`src/fss_params.svh`:
```
// constants of the flash security and signature block
//
// Summary of operation
// - signature answer opens with a three-byte device identification code.
// - then ten bytes of device name in ASCII.
// - then code flash last address, three bytes, low byte first.
// - then data flash last address, three bytes, low byte first.
// - then firmware version, three bytes, major digit first, one digit each.
// - erase-prohibit refuses serial block erase; serial writes still run.
// - write-prohibit refuses serial writes to every block; erase still runs.
// - self-programming erase and write ignore both prohibit settings.
// - blank nonvolatile store means both prohibits off, commands accepted.
// - both prohibits independent, settable by serial command or self-programming.
// - erase-prohibit, once set, can never be cleared.
// - security-release command clears the write-prohibit setting.
// - a release takes effect only after the next reset.
// - release accepted only with erase-prohibit off and both areas blank.
// - refused command gets a negative acknowledge, accepted one a positive.
`ifndef FSS_PARAMS_SVH
`define FSS_PARAMS_SVH
`define FSS_ACK 8'h06
`define FSS_NAK 8'h15
`define FSS_ID_END 5'h03
`define FSS_NAME_END 5'h0d
`define FSS_CODE_END 5'h10
`define FSS_DATA_END 5'h13
`define FSS_SIG_LAST 5'h15
`define FSS_FIFO_DEPTH 16
`define FSS_BYTE_W 8
`endif

```
`src/fss_pkg.sv`:
```
// types of the flash security and signature block
package fss_pkg;
  typedef enum logic [2:0] {
    FSS_CMD_SIG = 3'h0,
    FSS_CMD_ERASE = 3'h1,
    FSS_CMD_WRITE = 3'h2,
    FSS_CMD_SEC_SET = 3'h3,
    FSS_CMD_SEC_REL = 3'h4
  } fss_cmd_t;
  typedef enum logic [2:0] {
    FSS_ST_LOAD = 3'h1,
    FSS_ST_IDLE = 3'h2,
    FSS_ST_SIG = 3'h4
  } fss_state_t;
endpackage

```
`src/fss_sec.sv`:
```
// flash security policy, signature answer and response fifo
`timescale 1ns/1ps
`include "fss_params.svh"

module fss_fifo #(
  parameter int W = `FSS_BYTE_W,
  parameter int D = `FSS_FIFO_DEPTH
) (
  input wire logic i_clk,
  input wire logic i_rst_n,
  input wire logic i_in_valid,
  input wire logic [W-1:0] i_in_data,
  output logic o_in_ready,
  output logic o_out_valid,
  output logic [W-1:0] o_out_data,
  input wire logic i_out_ready
);
  localparam int AW = $clog2(D);
  typedef struct packed {
    logic [AW-1:0] wp;
    logic [AW-1:0] rp;
    logic [AW:0] cnt;
    logic ne;
    logic [W-1:0] head;
  } fss_fifo_st_t;
  fss_fifo_st_t s_ff;
  fss_fifo_st_t nxt_s;
  logic [W-1:0] mem [D];
  logic push;
  logic pop;

  assign o_in_ready = s_ff.cnt != (AW+1)'(D);
  assign o_out_valid = s_ff.ne;
  assign o_out_data = s_ff.head;
  assign push = i_in_valid && o_in_ready;
  assign pop = s_ff.ne && i_out_ready;

  always_comb begin
    nxt_s = s_ff;
    if (push) begin
      nxt_s.wp = (s_ff.wp == AW'(D-1)) ? '0 : s_ff.wp + 1'b1;
    end
    if (pop) begin
      nxt_s.rp = (s_ff.rp == AW'(D-1)) ? '0 : s_ff.rp + 1'b1;
    end
    nxt_s.cnt = s_ff.cnt + (AW+1)'(push) - (AW+1)'(pop);
    // flag and head byte are registered so the outputs come straight from flops
    nxt_s.ne = nxt_s.cnt != '0;
    nxt_s.head = (push && s_ff.wp == nxt_s.rp) ? i_in_data : mem[nxt_s.rp];
  end

  always_ff @(posedge i_clk or negedge i_rst_n) begin
    if (!i_rst_n) begin
      s_ff <= '0;
    end else begin
      s_ff <= nxt_s;
    end
  end

  always_ff @(posedge i_clk) begin
    if (push) begin
      mem[s_ff.wp] <= i_in_data;
    end
  end
endmodule // fss_fifo

module fss_sec #(
  parameter logic [23:0] DEV_CODE = 24'h5a_a5_3c, // arbitrary value
  parameter logic [79:0] DEV_NAME = 80'h46_4c_41_53_48_44_45_56_30_31,
  parameter logic [23:0] CODE_LAST = 24'h00_3f_ff,
  parameter logic [23:0] DATA_LAST = 24'h0f_17_ff,
  parameter logic [23:0] FW_VER = 24'h01_02_03
) (
  input wire logic i_clk,
  input wire logic i_rst_n,
  input wire logic i_serial_mode,
  input wire logic i_cmd_valid,
  input wire logic [2:0] i_cmd_code,
  input wire logic i_cmd_set_erase,
  input wire logic i_cmd_set_write,
  output logic o_cmd_ready,
  input wire logic i_self_erase,
  input wire logic i_self_write,
  input wire logic i_self_set_erase,
  input wire logic i_self_set_write,
  input wire logic i_code_blank,
  input wire logic i_data_blank,
  input wire logic i_nv_erase_prot,
  input wire logic i_nv_write_prot,
  output logic o_nv_wr,
  output logic o_nv_erase_prot,
  output logic o_nv_write_prot,
  output logic o_erase_go,
  output logic o_write_go,
  output logic o_erase_prot,
  output logic o_write_prot,
  output logic o_rsp_valid,
  output logic [7:0] o_rsp_data,
  input wire logic i_rsp_ready
);
  typedef struct packed {
    fss_pkg::fss_state_t st;
    logic [4:0] idx;
    logic erase_prot;
    logic write_prot;
    logic nv_e;
    logic nv_w;
    logic nv_wr;
    logic push_v;
    logic [7:0] push_d;
    logic erase_go;
    logic write_go;
    logic cmd_ready;
  } fss_sec_st_t;
  fss_sec_st_t s_ff;
  fss_sec_st_t nxt_s;
  logic fifo_in_ready;
  logic slot_free;
  logic cmd_take;
  logic [7:0] sig_now;

  // ---------------------------------------------------------------
  // signature byte lookup
  // ---------------------------------------------------------------
  function automatic logic [7:0] sig_byte(input logic [4:0] idx);
    int k;
    k = int'(idx);
    if (idx < `FSS_ID_END) begin
      sig_byte = DEV_CODE[23-8*k -: 8];
    end else if (idx < `FSS_NAME_END) begin
      sig_byte = DEV_NAME[79-8*(k-3) -: 8];
    end else if (idx < `FSS_CODE_END) begin
      sig_byte = CODE_LAST[8*(k-13) +: 8];
    end else if (idx < `FSS_DATA_END) begin
      sig_byte = DATA_LAST[8*(k-16) +: 8];
    end else begin
      sig_byte = FW_VER[23-8*(k-19) -: 8];
    end
  endfunction

  assign sig_now = sig_byte(s_ff.idx);
  assign slot_free = !s_ff.push_v || fifo_in_ready;
  assign cmd_take = i_cmd_valid && s_ff.cmd_ready;

  // ---------------------------------------------------------------
  // command policy
  // ---------------------------------------------------------------
  always_comb begin
    nxt_s = s_ff;
    nxt_s.erase_go = 1'b0;
    nxt_s.write_go = 1'b0;
    nxt_s.nv_wr = 1'b0;
    if (slot_free) begin
      nxt_s.push_v = 1'b0;
    end
    unique case (s_ff.st)
      fss_pkg::FSS_ST_LOAD: begin
        // settings come back from the store after every reset
        nxt_s.erase_prot = i_nv_erase_prot;
        nxt_s.write_prot = i_nv_write_prot;
        nxt_s.nv_e = i_nv_erase_prot;
        nxt_s.nv_w = i_nv_write_prot;
        nxt_s.st = fss_pkg::FSS_ST_IDLE;
      end
      fss_pkg::FSS_ST_IDLE: begin
        if (cmd_take) begin
          nxt_s.push_v = 1'b1;
          nxt_s.push_d = `FSS_ACK;
          unique case (i_cmd_code)
            fss_pkg::FSS_CMD_SIG: begin
              nxt_s.st = fss_pkg::FSS_ST_SIG;
              nxt_s.idx = '0;
            end
            fss_pkg::FSS_CMD_ERASE: begin
              if (s_ff.erase_prot) begin
                nxt_s.push_d = `FSS_NAK;
              end else begin
                nxt_s.erase_go = 1'b1;
              end
            end
            fss_pkg::FSS_CMD_WRITE: begin
              if (s_ff.write_prot) begin
                nxt_s.push_d = `FSS_NAK;
              end else begin
                nxt_s.write_go = 1'b1;
              end
            end
            fss_pkg::FSS_CMD_SEC_SET: begin
              nxt_s.erase_prot = s_ff.erase_prot | i_cmd_set_erase;
              nxt_s.write_prot = s_ff.write_prot | i_cmd_set_write;
              nxt_s.nv_e = s_ff.nv_e | i_cmd_set_erase;
              nxt_s.nv_w = s_ff.nv_w | i_cmd_set_write;
              nxt_s.nv_wr = 1'b1;
            end
            fss_pkg::FSS_CMD_SEC_REL: begin
              if (s_ff.erase_prot || !i_code_blank || !i_data_blank) begin
                nxt_s.push_d = `FSS_NAK;
              end else begin
                // only the stored copy is cleared; the live one waits for reset
                nxt_s.nv_w = 1'b0;
                nxt_s.nv_wr = 1'b1;
              end
            end
            default: begin
              nxt_s.push_d = `FSS_NAK;
            end
          endcase
        end else if (!i_serial_mode) begin
          // self-programming bypasses both prohibits
          nxt_s.erase_go = i_self_erase;
          nxt_s.write_go = i_self_write && !i_self_erase;
          if (i_self_set_erase || i_self_set_write) begin
            nxt_s.erase_prot = s_ff.erase_prot | i_self_set_erase;
            nxt_s.write_prot = s_ff.write_prot | i_self_set_write;
            nxt_s.nv_e = s_ff.nv_e | i_self_set_erase;
            nxt_s.nv_w = s_ff.nv_w | i_self_set_write;
            nxt_s.nv_wr = 1'b1;
          end
        end
      end
      fss_pkg::FSS_ST_SIG: begin
        if (slot_free) begin
          nxt_s.push_v = 1'b1;
          nxt_s.push_d = sig_now;
          nxt_s.idx = s_ff.idx + 5'h01;
          if (s_ff.idx == `FSS_SIG_LAST) begin
            nxt_s.st = fss_pkg::FSS_ST_IDLE;
          end
        end
      end
      default: begin
        nxt_s.st = fss_pkg::FSS_ST_IDLE;
      end
    endcase
    nxt_s.cmd_ready = i_serial_mode && (nxt_s.st == fss_pkg::FSS_ST_IDLE) && !nxt_s.push_v;
  end

  always_ff @(posedge i_clk or negedge i_rst_n) begin
    if (!i_rst_n) begin
      s_ff <= '{st: fss_pkg::FSS_ST_LOAD, push_d: 8'h00, idx: 5'h00, default: 1'b0};
    end else begin
      s_ff <= nxt_s;
    end
  end

  fss_fifo #(.W(`FSS_BYTE_W), .D(`FSS_FIFO_DEPTH)) u_fifo (
    .i_clk(i_clk),
    .i_rst_n(i_rst_n),
    .i_in_valid(s_ff.push_v),
    .i_in_data(s_ff.push_d),
    .o_in_ready(fifo_in_ready),
    .o_out_valid(o_rsp_valid),
    .o_out_data(o_rsp_data),
    .i_out_ready(i_rsp_ready)
  );

  assign o_cmd_ready = s_ff.cmd_ready;
  assign o_nv_wr = s_ff.nv_wr;
  assign o_nv_erase_prot = s_ff.nv_e;
  assign o_nv_write_prot = s_ff.nv_w;
  assign o_erase_go = s_ff.erase_go;
  assign o_write_go = s_ff.write_go;
  assign o_erase_prot = s_ff.erase_prot;
  assign o_write_prot = s_ff.write_prot;

  // ---------------------------------------------------------------
  // checks
  // ---------------------------------------------------------------
  chk_sig_bytes: assert property (@(posedge i_clk) disable iff (!i_rst_n)
    (s_ff.st == fss_pkg::FSS_ST_SIG && slot_free) |=> s_ff.push_v && s_ff.push_d == $past(sig_now))
    else $error("signature byte wrong");
  chk_erase_refused: assert property (@(posedge i_clk) disable iff (!i_rst_n)
    (cmd_take && i_cmd_code == fss_pkg::FSS_CMD_ERASE && s_ff.erase_prot)
      |=> s_ff.push_d == `FSS_NAK && !s_ff.erase_go)
    else $error("erase not refused");
  chk_write_refused: assert property (@(posedge i_clk) disable iff (!i_rst_n)
    (cmd_take && i_cmd_code == fss_pkg::FSS_CMD_WRITE && s_ff.write_prot)
      |=> s_ff.push_d == `FSS_NAK && !s_ff.write_go)
    else $error("write not refused");
  chk_erase_allowed: assert property (@(posedge i_clk) disable iff (!i_rst_n)
    (cmd_take && i_cmd_code == fss_pkg::FSS_CMD_ERASE && !s_ff.erase_prot)
      |=> s_ff.erase_go && s_ff.push_d == `FSS_ACK ##1 !s_ff.erase_go)
    else $error("erase not granted");
  chk_self_exempt: assert property (@(posedge i_clk) disable iff (!i_rst_n)
    (s_ff.st == fss_pkg::FSS_ST_IDLE && !i_serial_mode && !cmd_take && i_self_erase) |=> s_ff.erase_go)
    else $error("self erase blocked");
  chk_erase_sticky: assert property (@(posedge i_clk) disable iff (!i_rst_n)
    (s_ff.erase_prot && s_ff.nv_e) |=> s_ff.erase_prot && s_ff.nv_e)
    else $error("erase prohibit cleared");
  chk_release_late: assert property (@(posedge i_clk) disable iff (!i_rst_n)
    (cmd_take && i_cmd_code == fss_pkg::FSS_CMD_SEC_REL) |=> s_ff.write_prot == $past(s_ff.write_prot))
    else $error("release took effect early");
  chk_release_gate: assert property (@(posedge i_clk) disable iff (!i_rst_n)
    (cmd_take && i_cmd_code == fss_pkg::FSS_CMD_SEC_REL && (s_ff.erase_prot || !i_code_blank || !i_data_blank))
      |=> s_ff.push_d == `FSS_NAK && !s_ff.nv_wr && s_ff.nv_w == $past(s_ff.nv_w))
    else $error("release not gated");
  chk_write_allowed: assert property (@(posedge i_clk) disable iff (!i_rst_n)
    (cmd_take && i_cmd_code == fss_pkg::FSS_CMD_WRITE && !s_ff.write_prot)
      |=> s_ff.write_go && s_ff.push_d == `FSS_ACK ##1 !s_ff.write_go)
    else $error("write not granted");
  chk_release_store: assert property (@(posedge i_clk) disable iff (!i_rst_n)
    (cmd_take && i_cmd_code == fss_pkg::FSS_CMD_SEC_REL && !s_ff.erase_prot && i_code_blank && i_data_blank)
      |=> s_ff.nv_wr && !s_ff.nv_w && s_ff.push_d == `FSS_ACK)
    else $error("release not stored");
  chk_illegal_code: assert property (@(posedge i_clk) disable iff (!i_rst_n)
    (cmd_take && i_cmd_code > 3'h4)
      |=> s_ff.push_d == `FSS_NAK && !s_ff.erase_go && !s_ff.write_go && !s_ff.nv_wr)
    else $error("illegal code not refused");
endmodule // fss_sec

```
`config.mk`:
```
export PLATFORM = sky130hd
export DESIGN_NAME = fss_sec
export DESIGN_NICKNAME = d
export VERILOG_FILES = /design/src/fss_pkg.sv /design/src/fss_sec.sv
export VERILOG_INCLUDE_DIRS = /design/src
export SDC_FILE = /design/constraint.sdc
export NUM_CORES = 1
export LEC_CHECK = 0
export ABC_AREA = 1
export BUFFER_PORTS_ARGS = -buffer_cell sky130_fd_sc_hd__buf_2
export CORE_UTILIZATION = 45
export DETAILED_ROUTE_END_ITERATION = 8
export PLACE_DENSITY = 0.7
export SYNTH_ARGS = -nofsm -noshare
export SYNTH_HDL_FRONTEND = slang
export SYNTH_SLANG_ARGS = --single-unit
```
`constraint.sdc`:
```
create_clock -name i_clk -period 3.45 [get_ports i_clk]
set_input_delay 0.5175 -clock i_clk [delete_from_list [all_inputs] [get_ports i_clk]]
set_output_delay 0.5175 -clock i_clk [all_outputs]
set_load 0.02 [all_outputs]
```
**Yosys cells after proc, flatten, opt, wreduce, memory -nomap -nowiden**

Memories as Yosys holds them, arrays and structs flattened. A register that Yosys moved wholly into a read port is not among the register bits.
Cells that the tools add are included.

- Reduce and logical (&&, ||, !) cells: 25
- Shift-type cells: 5
- Add/subtract/negate cells: 12
- $lt $le $gt $ge: 4
- Bitwise logic cells: 8
- Muxes and demuxes: 38
- Equal/unequal tests: 20

Operators with widths:

| cell | count |
|---|---|
| $shiftx 87x10->8 const A | 1 |
| $mux 8 | 7 |
| $shiftx 24x9->8 const A | 2 |
| $pmux 8 s4 | 1 |
| $shiftx 31x10->8 const A | 1 |
| $shiftx 31x9->8 const A | 1 |
| $mux 5 | 6 |
| $mux 9 | 2 |
| $pmux 9 s2 | 1 |
| $eq 3x2->1 const B | 4 |
| $mux 4 | 3 |
| $sub 5x5->6 const B | 2 |
| $lt 5x5->1 const B | 2 |
| $pmux 5 s2 | 1 |
| $sub 6x9->10 const A | 1 |
| $sub 8x9->10 const A | 1 |
| $sub 5x8->9 const A | 1 |
| $add 4x1->4 const B | 2 |
| $eq 4x4->1 const B | 2 |
| $mux 1 | 8 |
| $mux 2 | 4 |
| $or 1x1->1 | 8 |
| $pmux 4 s2 | 1 |
| $reduce_and 4->1 | 2 |
| 29 further kinds | 48 |

- Memory bits (writable): 128
- Register bits: 39
- Word-level logic and storage cells: 129
- Input bits: 18
- Memories: 1

Memory list:

| memory | words | width | rd ports | clocked after Yosys merged registers in | wr ports | line | RTL |
|---|---|---|---|---|---|---|---|
| u_fifo.mem | 16 | 8 | 1 | 1 | 1 | fss_sec.sv:28 | `logic [W-1:0] mem [D];` |

**Depth between registers and ports, before layout**

Gate-level depths: netlist of the first run.

- Depth after elaboration: 11
- Mapped depth: 16
- Depth with buffers taken out: 16

**Cells and area by module**

A second synthesis of the first run with hierarchy kept.

- Cells, all modules: 941
- Area total of the unflattened synthesis: 8913.5 um^2

By module, submodules not included:

| module | cells each | area each (um^2) | seq. area each (um^2) | times used |
|---|---|---|---|---|
| fss_fifo | 663 | 7000.5 | 4394.2 | 1 |
| fss_sec | 278 | 1913.1 | 626.9 | 1 |

**Worst setup path before layout of the first run**

OpenSTA, ideal clock, no wires.

- Path kind: reg2reg
- From: register s_ff[17] (netlist name)
- To: register s_ff[7] (netlist name)
- Slack: 1.179 ns
- Period minus slack after synthesis: 2.271 ns
- Data required time: 3.326 ns
- Data arrival time: 2.147 ns
- Stages on the path, launching flop included: 17
- Library setup time: 0.124 ns
- Path through: dfrtp_1 > buf_6 > inv_1 > ha_1 > clkbuf_1 > inv_1 > ha_1 > inv_1 > nand3_1 > nand2_1 > nand2_1 > nand3_1 > inv_1 > nand2_1 > nand3b_1 > nand2_1 > nand3_1

- Longest elaborated chain between the ends: 9
- Elaborated cells on any way between the ends: 22

Ends and longest elaborated chain:

| element | line | RTL |
|---|---|---|
| start, declared | fss_sec.sv:115 | `fss_sec_st_t s_ff;` |
| start signal, assigned | fss_sec.sv:242 | `s_ff <= nxt_s;` |
| $sub 5x5->6 | fss_sec.sv:137 | `sig_byte = FW_VER[23-8*(k-19) -: 8];` |
| $sub 6x9->10 | fss_sec.sv:137 |  |
| $shiftx 31x10->8 | fss_sec.sv:137 |  |
| $mux 8 | fss_sec.sv:134 | `` end else if (idx < `FSS_DATA_END) begin `` |
| $mux 8 | fss_sec.sv:132 | `` end else if (idx < `FSS_CODE_END) begin `` |
| $mux 8 | fss_sec.sv:130 | `` end else if (idx < `FSS_NAME_END) begin `` |
| $mux 8 (*) | fss_sec.sv:128 | `` if (idx < `FSS_ID_END) begin `` |
| $mux 9 (*) | fss_sec.sv:222 | `if (slot_free) begin` |
| $pmux 9 s2 (*) | fss_sec.sv:156 | `unique case (s_ff.st)` |

Every way passes the cells marked *; elsewhere a longest branch is shown, timed or not. The select of a mux whose other input is x is not followed.
A chain may end at the register's enable or synchronous reset.

**Final worst setup path of the first run**

- From: register u_fifo.s_ff[11] (netlist name)
- To: memory u_fifo.mem[11][1] (netlist name), enable pin

- Longest elaborated chain between the ends: 4

Ends and longest elaborated chain:

| element | line | RTL |
|---|---|---|
| start, declared | fss_sec.sv:26 | `fss_fifo_st_t s_ff;` |
| start signal, assigned | fss_sec.sv:56 | `s_ff <= nxt_s;` |
| $ne 5x5->1 | fss_sec.sv:32 | `assign o_in_ready = s_ff.cnt != (AW+1)'(D);` |
| $logic_and 1x1->1 | fss_sec.sv:35 | `assign push = i_in_valid && o_in_ready;` |
| $mux 1 | fss_sec.sv:61 | `if (push) begin` |
| $mux 1 (not written as such) | fss_sec.sv:62 | `mem[s_ff.wp] <= i_in_data;` |
| end, declared | fss_sec.sv:28 |  |

No other way between the ends.

==> metrics.txt, run 1 <==
DR pass1 iterations=5; Mapped Nets=866; cell family with most CP delay=simple AND/OR/NAND/NOR gates; Leakage=0.00376 µW; Peak VDD IR=0.000709 V; outcome=complete, no violations; latest clock arrival within the worst-skew pair=0.43 ns; top cell type's share of synthesized area=0.464; CP endpoint kind=register; row count=49; Initial Util=0.460; TNS Setup=0 ns; drt wl/cell=16.5 µm; startpoint types=register; first-pass GRT wire length=29400 µm; vias in the first global route=5481; nets=884; CP Max Fanout=11; Crit Path Class=reg2reg; Clock Tree Root=clkbuf_16; post-route ant nets=0; Fin. Hold Viols=0; GPL Wtd Cong=0.919; I/O pin cnt=35; Post-Syn Area=8290 µm²; Fillers=1640; CP Cell Sequence=inv_1 -> ha_1 -> nand4_1 -> inv_1 -> nor2_1 -> nand2_1 -> nor2_1; slowest CP cell=nor2_1; ant diodes=0; total CTS buffers=17; IO buf count=34; Req. time, crit path=3.50 ns; GRT Total Usage=0.208; Die W=138 µm; Slew Limit Fails=0; Routed WL=18000 µm; crit path DAT=2.77 ns; Setup Skew=0.0101 ns; Reg clk slew, reported paths=0.06 ns; Max-Cap Viols=0; core area=18000 µm²; DR iter-0 viols=561; Seq/Total Area, Yosys=0.606; number of setup buffers added after CTS=0; WP buf/inv=2; max incr delay on CP=0.72 ns; Worst Tran Pin Value=1.09 ns; fin util=0.505; htree depth=4; min-delay worst type=in2async; CTS max path bufs=2; via count=5729; # DRC=0; vias per cell=5.26; min Tclk post-route=2.72 ns; hold buffer count at cts=0; Overflow after GRT=0; dpl cells=1058; share of layout cells above drive strength 1=0.107; Die ar.=19000 µm²; Post-Synthesis Cells=830; HPWL Detailed=11900 µm; power per cell area=826 nW/µm²; Synth Warn #=0; Syn-to-layout area delta=9.80%; final period utilization=0.788; CTS Sinks=175; Synth area leader=edfxtp_1; top area cells in the synthesized netlist=edfxtp_1 (46%), dfrtp_1 (14%), nand2_1 (6.2%); RSZ-0062 raised after global routing=no; die span in y=138 µm; Max-slew headroom=0.272; Synth Register Bits=175; PostCTS Resize Cnt=0; CTS tree=built; pin count of the biggest net entering global routing=84; # setup viols final=0; Post-Syn Area per Cell=9.98 µm²; library cells used by synthesis=45; fin cells=1090; FMAX=368 MHz; initial antenna violation count=0
## registers in the layout (all words and copies together), names as in the netlist
| register | count |
|---|---|
| u_fifo.mem | 128 |
| s_ff | 17 |
| u_fifo.s_ff | 13 |
| u_fifo.o_out_data | 8 |
| o_cmd_ready | 1 |
| o_erase_go | 1 |
| o_erase_prot | 1 |
| o_nv_erase_prot | 1 |
| o_nv_wr | 1 |
| o_nv_write_prot | 1 |
| o_write_go | 1 |
| o_write_prot | 1 |
| u_fifo.o_out_valid | 1 |
## Yosys cell counts, drive strengths merged
cell type	instances
nand2	144
edfxtp	128
o21ai	107
nor2	104
inv	98
nand3	69
dfrtp	46
buf	31
a21oi	23
ha	17
o211ai	12
nor3	7
xor2	7
clkbuf	6
nand4	5
a41oi	4
o22ai	4
nand3b	3
xnor2	3
nor4	2
a21o	1
a22oi	1
a31oi	1
clkinv	1
conb	1
dfstp	1
fa	1
o2111ai	1
o21a	1
or2	1
## placed cells by master (no fill, tap or decap), types with 2 or more instances in the layout
cell	instances
inv_1	89
o22ai_1	4
buf_2	34
nand4_1	5
xnor2_1	3
o211ai_1	12
clkinvlp_4	5
a21oi_1	22
nand3b_1	3
xor2_1	7
bufinv_16	2
ha_1	17
o21ai_1	16
nor3_2	2
nand2_1	137
nand3_1	69
nor2_1	101
clkinv_2	4
clkbuf_8	2
nor4_1	2
nor3_1	4
clkbuf_1	3
nand2_2	6
o21ai_0	90
a41oi_1	4
buf_12	2
inv_2	9
clkbuf_16	17
edfxtp_1	128
dfrtp_1	46
## metrics by stage
stage,setup slack [ns],hold slack [ns],instance area (µm²),total power (µW)
floorplan,1.18,0.222,8290,5010
global placement,0.753,0.571,8520,5630
detailed placement,0.728,0.586,8520,5680
CTS,0.721,0.320,9100,7540
global route,0.502,0.349,9100,8050
finish,0.732,0.293,9100,7520
## cell families after synthesis
logic type      share of synthesized area
other cells                      0.000453
compound gates                      0.102
buf+inv                            0.0775
xor+xnor                           0.0106
simple gates                        0.175
flops                               0.606
fa+ha+maj                          0.0281
## power breakdown
part,switching [µW],internal (µW)
logic,2030,936
registers,196,2490
clock network,764,1100
## path summary, 6_finish.rpt
check                                startpoint                end  slack [ns]  cells past startpoint
worst max register to register  u_fifo.s_ff[11]  u_fifo.mem[11][1]        0.73                      7
worst min-delay path                    i_rst_n    o_nv_erase_prot        0.29                      1
worst min register to register  o_nv_erase_prot    o_nv_erase_prot        0.60                      2
worst max-delay path            u_fifo.s_ff[11]  u_fifo.mem[11][1]        0.73                      7
min in group i_clk                i_serial_mode        o_cmd_ready        0.36                      3
max in group asynchronous               i_rst_n    u_fifo.s_ff[20]        2.48                      1
## layer usage
layer	wire length, µm	up-vias	track usage	part of all wire
met2	8610	167	0.336	0.48
met4	291	0	0.0640	0.016
li1	-	2839	-	-
met5	0	-	0	0
met3	889	25	0.0361	0.049
met1	8230	2698	0.286	0.46
## cell type report
cell class	instances	area, µm²	area share
flip-flops and latches	175	5020	0.552
multi-input cells	519	2630	0.289
clock buffers	22	464	0.0510
inverters	99	373	0.0410
well taps	229	287	0.0315
repair buffers	36	210	0.0231
clock inverters	10	113	0.0124
Power figures use the tool's default switching activity.
==> inputs of run 2 (changes only) <==
ABC_AREA = 0   (was 1)
PLACE_DENSITY = 0.73   (was 0.7)
clock period = 2.2 ns   (was 3.45 ns; I/O delays follow)
==> run 2 against run 1 <==
Against the previous run:
- via count is 12% higher
- clock power is 61% higher
- hold slack worse by 0.16 ns
- final area is 22% higher
- the flow now finishes with violations (setup timing)
- sequential share of layout area is 9.8 points lower
- register-to-register slack worse by 0.85 ns
- power is 84% higher
==> metrics.txt, run 2 <==
Post-synth top cells=edfxtp_1 (128), nand2_1 (56), dfrtp_1 (46), nor2_1 (41), o21ai_0 (36); Die ar.=19900 µm² (+5.0%); min Tclk post-route=2.32 ns (-0.400 ns); Synth Area in XOR/XNOR=0.0240 (+0.0134); top cell type's share of synthesized area=0.441 (-0.0226); Reg clk slew, reported paths=0.07 ns (about the same); share of layout cells above drive strength 1=0.336 (+0.229); CP endpoint kind=register; post-route ant nets=0 (unchanged); IO buf count=34 (unchanged); most common cell after layout, fill and taps aside=edfxtp_1; setup ws final=-0.117 ns (-0.850 ns); Switching Fraction=0.369 (-0.0288); most frequent cells in the layout=edfxtp_1 (128), buf_4 (88), nand2_1 (52); latest clock arrival within the worst-skew pair=0.43 ns (about the same); nets=886 (+0.23%); Regs by FF count=u_fifo.mem x128, s_ff x17, u_fifo.s_ff x13; Post-Syn Area=8710 µm² (+5.1%); vias in the first global route=6251 (+14%); Initial Util=0.463 (+0.00285); # DRC=0 (unchanged); CTS tree=built; Req. time, crit path=2.50 ns (-1.00 ns); simple-gate share of the synthesized area=0.125 (-0.0508); via count=6427 (+12%); slowest CP cell=or4_1; CTS max path bufs=2 (unchanged); startpoint types=register; Mapped Nets=758 (-12%); vias per cell=5.72 (+8.9%); Seq/Total Area, Yosys=0.576 (-0.0295); core area=18800 µm² (+4.5%); total CTS buffers=17 (unchanged); fraction of registers with async set/reset=0.269 (unchanged); HPWL Detailed=14400 µm (+21%); Synth area leader=edfxtp_1; Largest register FFs=128 (unchanged); Max-slew headroom=0.560 (+0.288); count leader, synth=edfxtp_1; Syn-to-layout area delta=27.1%; pin count of the biggest net entering global routing=29 (-65%); failing checks=setup timing; Overflow after GRT=0 (unchanged); first-pass GRT wire length=33100 µm (+12%); largest family of logic cells by synthesized area=compound AO/OA/AOI/OAI gates; Crit Path Class=reg2reg; outcome=complete, but fails checks; DP Area=10000 µm² (+18%); Worst Tran Pin Value=0.660 ns (-0.432 ns); Post-Syn Area per Cell=12.1 µm² (+21%); row count=50 (+2.0%); crit path DAT=2.61 ns (-0.16 ns); # setup viols final=1 (+1); Peak VDD IR=0.000555 V (-22%); Synth Register Bits=175 (unchanged); cell area after layout=11100 µm² (+22%); Top reg by flops=u_fifo.mem; ant diodes=0 (unchanged); Post-Synthesis Cells=722 (-13%); Routed WL=21000 µm (+17%); die span in y=141 µm (+2.5%); Fin. Hold Viols=0 (unchanged); Combinational Power Share=0.480 (+0.086); final period utilization=1.05 (+0.266); area share of fa/ha/maj cells after synthesis=0.0267 (-0.00137); min-delay worst type=in2reg; Setup Skew=0.0155 ns (+0.00539 ns); sw power=5100 µW (+71%); Hold Slack=0.130 ns (-0.164 ns); multiplexer share of the synthesized area=0.0593 (+0.0593); CTS Sinks=175 (unchanged); drt wl/cell=18.7 µm (+13%); DR iter-0 viols=666 (+19%); CP Cell Sequence=inv_2 -> ha_4 -> nor4bb_4 -> nand2b_4 -> inv_4 -> ha_4 -> inv_2 -> fa_2 -> buf_4 -> xnor2_1 -> or4_1; fraction of power consumed by sequential logic=0.303 (-0.055); Synth Warn #=0 (unchanged); Clock power frac=0.217 (-0.031); I/O pin cnt=35 (unchanged); fin util=0.588 (+0.0834); Clock Tree Root=clkbuf_16; main flop type after synthesis=edfxtp_1; Die W=141 µm (+2.5%); GRT Total Usage=0.218 (+0.00936); DR pass1 iterations=5 (unchanged); Internal Pwr Total=8730 µW (+93%); Post-synth EDFFs=128 (unchanged); Slew Limit Fails=0 (unchanged); CP Max Fanout=2 (-9); RSZ-0062 raised after global routing=yes; power per cell area=1250 nW/µm² (+51%); Max-Cap Viols=0 (unchanged); complex-gate fraction of the synthesized area=0.145 (+0.0430); Leakage=0.00419 µW (+11%); FMAX=432 MHz (+17%); htree depth=4 (unchanged); GPL Wtd Cong=0.875 (-4.8%); top area cells in the synthesized netlist=edfxtp_1 (44%), dfrtp_1 (13%), mux2_2 (2.6%); max incr delay on CP=0.51 ns (-0.21 ns); library cells used by synthesis=83 (+84%); initial antenna violation count=0 (unchanged)
run 2: changes by cell type after synthesis, sizes merged, moves of 11 or more:
cell / before / now
nand2: 144 / 56
inv: 98 / 29
o22ai: 4 / 15
a31oi: 1 / 16
o21ai: 107 / 38
nand3: 69 / 30
and2: 0 / 16
nor2: 104 / 41
mux2: 0 / 29
mux2i: 0 / 19
run 2: final timing paths:
path | from | depth (start not counted) | end | slack [ns]
setup / recovery | u_fifo.s_ff[11] | 11 | u_fifo.o_out_valid | -0.12
max in group asynchronous | i_rst_n | 3 | u_fifo.o_out_valid | 1.26
min in group asynchronous | i_rst_n | 2 | o_nv_erase_prot | 0.38
hold / removal | i_self_erase | 2 | o_erase_go | 0.13
hold reg to reg | o_nv_write_prot | 2 | o_nv_write_prot | 0.54
setup reg to reg | u_fifo.s_ff[11] | 11 | u_fifo.o_out_valid | -0.12
run 2: what timing repair did:
action                                  CTS  global route
endpoints found under the hold margin    18             0
endpoints found under the setup margin   43            49
gates resized for setup                  16            58
hold buffers                              1             0
pin swaps                                 5            37
setup buffers                             8             7
run 2: kinds of logic (layout without fill, tap and decap cells):
group | Yosys count | in the layout
xor+xnor | 19 | 19
compound gates | 182 | 182
other cells | 1 | 1
buf+inv | 70 | 211
simple gates | 209 | 209
flops | 175 | 175
fa+ha+maj | 18 | 18
mux | 48 | 48
run 2: through the flow:
step | TNS (ns) | cells | power [µW] | worst slack, ns
detailed placement | -1.75 | 1078 | 10100 | -0.265
CTS | -0.152 | 1118 | 13400 | -0.125
finish | -0.117 | 1123 | 13800 | -0.117
floorplan | -0.310 | 722 | 8020 | -0.310
global route | -0.469 | 1123 | 14600 | -0.257
global placement | -0.360 | 1078 | 10000 | -0.211
run 2: routing by layer:
metal | global-route usage | vias up | part of all wire
li1 | - | 3007 | -
met1 | 0.282 | 3109 | 0.42
met2 | 0.368 | 268 | 0.50
met3 | 0.0448 | 43 | 0.061
met4 | 0.0652 | 0 | 0.021
met5 | 0 | - | 0
run 2: layout make-up:
type | instances | area [µm²]
fill | 1474 | 7750
sequential | 175 | 5020
multi-input combinational | 477 | 3700
timing repair buffer | 148 | 1290
clock buffer | 17 | 425
tap | 260 | 325
clock inverter | 15 | 173
inverter | 31 | 140
run 2: power by group through the flow:
stage | combinational, µW | clock, µW | sequential [µW]
2_1_floorplan | 3800 | 0 | 4220
5_1_grt | 7150 | 3180 | 4230
4_1_cts | 6190 | 3040 | 4180
6_report | 6630 | 3000 | 4190
3_5_place_dp | 5870 | 0 | 4240
3_3_place_gp | 5790 | 0 | 4220
run 2: critical path: cells and delay by family, from the launching register on:
kind / cells / cell delay, ns
buf+inv: 4 / 0.30
flops: 1 / 0.36
simple gates: 3 / 0.80
xor+xnor: 1 / 0.12
fa+ha+maj: 3 / 0.62
==> inputs of run 3 (changes only) <==
GPL_TIMING_DRIVEN = 0   (was not set)
==> run 3 against run 2 <==
Against the previous run:
- the flow still finishes with violations (setup timing)
- hold slack worse by 0.010 ns
- global-route usage grew 0.36 points
- cell count fell by 1.5%
- flip-flop and latch count is the same
- count of clock-buffer cells in the layout rose by 4
- critical path type unchanged
- largest power group unchanged
- highest routed layer unchanged
==> metrics.txt, run 3 (synthesis results as in run 2) <==
pin count of the biggest net entering global routing=48 (+66%); RSZ-0062 raised after global routing=yes; Crit Path Class=reg2reg; Initial Util=0.463 (unchanged); Peak VDD IR=0.000785 V (+41%); Overflow after GRT=0 (unchanged); Worst Tran Pin Value=1.13 ns (+0.473 ns); vias in the first global route=6186 (-1.0%); Max-Cap Viols=0 (unchanged); die span in y=141 µm (unchanged); Die W=141 µm (unchanged); max incr delay on CP=0.53 ns (+0.02 ns); most frequent cells in the layout=edfxtp_1 (128), buf_4 (67), nand2_1 (54); Fillers=1460 (-0.95%); WP buf/inv=5 (+1); CP Max Fanout=10 (+8); slowest CP cell=or4_1; crit path DAT=2.85 ns (+0.24 ns); HPWL Detailed=13800 µm (-4.2%); cell count along the critical path=11 (unchanged); share of layout cells above drive strength 1=0.339 (+0.00321); failing checks=setup timing; Die ar.=19900 µm² (unchanged); Routed WL=22000 µm (+4.6%); CTS max path bufs=2 (unchanged); Leakage=0.00408 µW (-2.6%); FF-to-FF End=u_fifo.o_out_valid; Final Total Pwr=14400 µW (+4.2%); power per cell area=1320 nW/µm² (+5.4%); reg-to-reg setup timing slack=-0.35 ns (-0.23 ns); drt wl/cell=19.9 µm (+6.3%); Syn-to-layout area delta=25.7%; dpl ws=-0.603 ns (-0.337 ns); dpl cells=1015 (-5.8%); Reg clk slew, reported paths=0.07 ns (about the same); Regs by FF count=u_fifo.mem x128, s_ff x17, u_fifo.s_ff x13; fin cells=1106 (-1.5%); CTS tree=built; first-pass GRT wire length=33400 µm (+0.88%); setup ws final=-0.352 ns (-0.235 ns); CTS Sinks=175 (unchanged); startpoint types=register; r2r startpoint=u_fifo.o_out_valid; CP endpoint kind=register; ant diodes=0 (unchanged); latest clock arrival within the worst-skew pair=0.43 ns (about the same); DR pass1 iterations=6 (+1); hold buffer count at cts=0 (-1); CP Cell Sequence=nand2_4 -> clkinv_4 -> buf_8 -> ha_4 -> inv_2 -> ha_4 -> inv_2 -> fa_2 -> buf_4 -> xnor2_1 -> or4_1; Max-slew headroom=0.245 (-0.316); IO buf count=33 (-2.9%); # DRC=0 (unchanged); min-delay worst type=in2async; row count=50 (unchanged); htree depth=4 (unchanged); initial antenna violation count=0 (unchanged); vias per cell=5.86 (+2.4%); min Tclk post-route=2.55 ns (+0.235 ns); Setup Skew=0.0107 ns (-0.00480 ns); GRT Total Usage=0.221 (+0.00363); nets=869 (-1.9%); cell family with most CP delay=adder cells; core area=18800 µm² (unchanged); Slew Limit Fails=0 (unchanged); Fin. Hold Viols=0 (unchanged); post-route ant nets=0 (unchanged); # setup viols final=11 (+10); Largest register FFs=128 (unchanged); DR iter-0 viols=695 (+4.4%); I/O pin cnt=35 (unchanged); Req. time, crit path=2.49 ns (about the same); Top reg by flops=u_fifo.mem; FMAX=392 MHz (-9.2%); final period utilization=1.16 (+0.107); outcome=complete, but fails checks; via count=6481 (+0.84%); total CTS buffers=17 (unchanged); FF-to-FF path depth=11 (unchanged); most common cell after layout, fill and taps aside=edfxtp_1; Clock Tree Root=clkbuf_16; TNS Setup=-1.58 ns (-1.46 ns); GPL Wtd Cong=0.935 (+6.9%)
==> run 3: changes by cell type in the layout (fill, tap and decap cells not counted), sizes merged <==
cell	before	now
clkinvlp	3	4
inv	35	33
dlygate4sd3	1	0
buf	147	124
bufinv	1	0
clkbuf	17	28
clkinv	7	5
==> run 3: how the worst max path moves through the flow <==
stage / end / start / slack [ns]
floorplan: u_fifo.o_out_valid / u_fifo.o_out_valid / -0.31
global route: u_fifo.o_out_valid / u_fifo.s_ff[11] / -0.45
finish: u_fifo.o_out_valid / u_fifo.o_out_valid / -0.35
detailed placement: u_fifo.o_out_valid / u_fifo.s_ff[12] / -0.60
global placement: u_fifo.o_out_data[5] / u_fifo.s_ff[15] / -0.61
CTS: u_fifo.o_out_valid / u_fifo.s_ff[11] / -0.31
==> run 3: through the flow <==
stage	cell area [µm²]	util	hold slack [ns]
floorplan	8830	-	0.0344
CTS	10600	0.563	0.120
finish	10900	0.581	0.120
global placement	9330	0.495	0.531
global route	10900	0.581	0.129
detailed placement	9330	0.495	0.533
==> run 3: layout make-up <==
cell class / instances / area (µm²) / share of cell area
inverters: 31 / 156 / 0.0143
clock buffers: 21 / 472 / 0.0431
repair buffers: 95 / 694 / 0.0634
multi-input cells: 477 / 3870 / 0.354
well taps: 260 / 325 / 0.0297
plain buffers: 36 / 317 / 0.0289
flip-flops and latches: 175 / 5030 / 0.459
clock inverters: 11 / 81.3 / 0.00743
==> run 3: routing by layer <==
layer  wire, µm  track usage  up-vias
met5          0            0        -
met4        720        0.108        0
met3       1370       0.0465       52
met2      10500        0.341      267
met1       9440        0.298     3192
li1           -            -     2970
==> run 3: power by group <==
group / leakage [µW] / switching (µW) / internal [µW]
logic: 0.00207 / 3790 / 3550
clock network: 0.000262 / 1260 / 1550
registers: 0.00175 / 339 / 3910
total: 0.00408 / 5390 / 9010
==> run 3: repair_timing <==
item,4_1_cts,5_1_grt
setup buffers,43,18
gates cloned,2,1
pin swaps,36,24
resized for setup,80,57
setup endpoints to repair,49,85
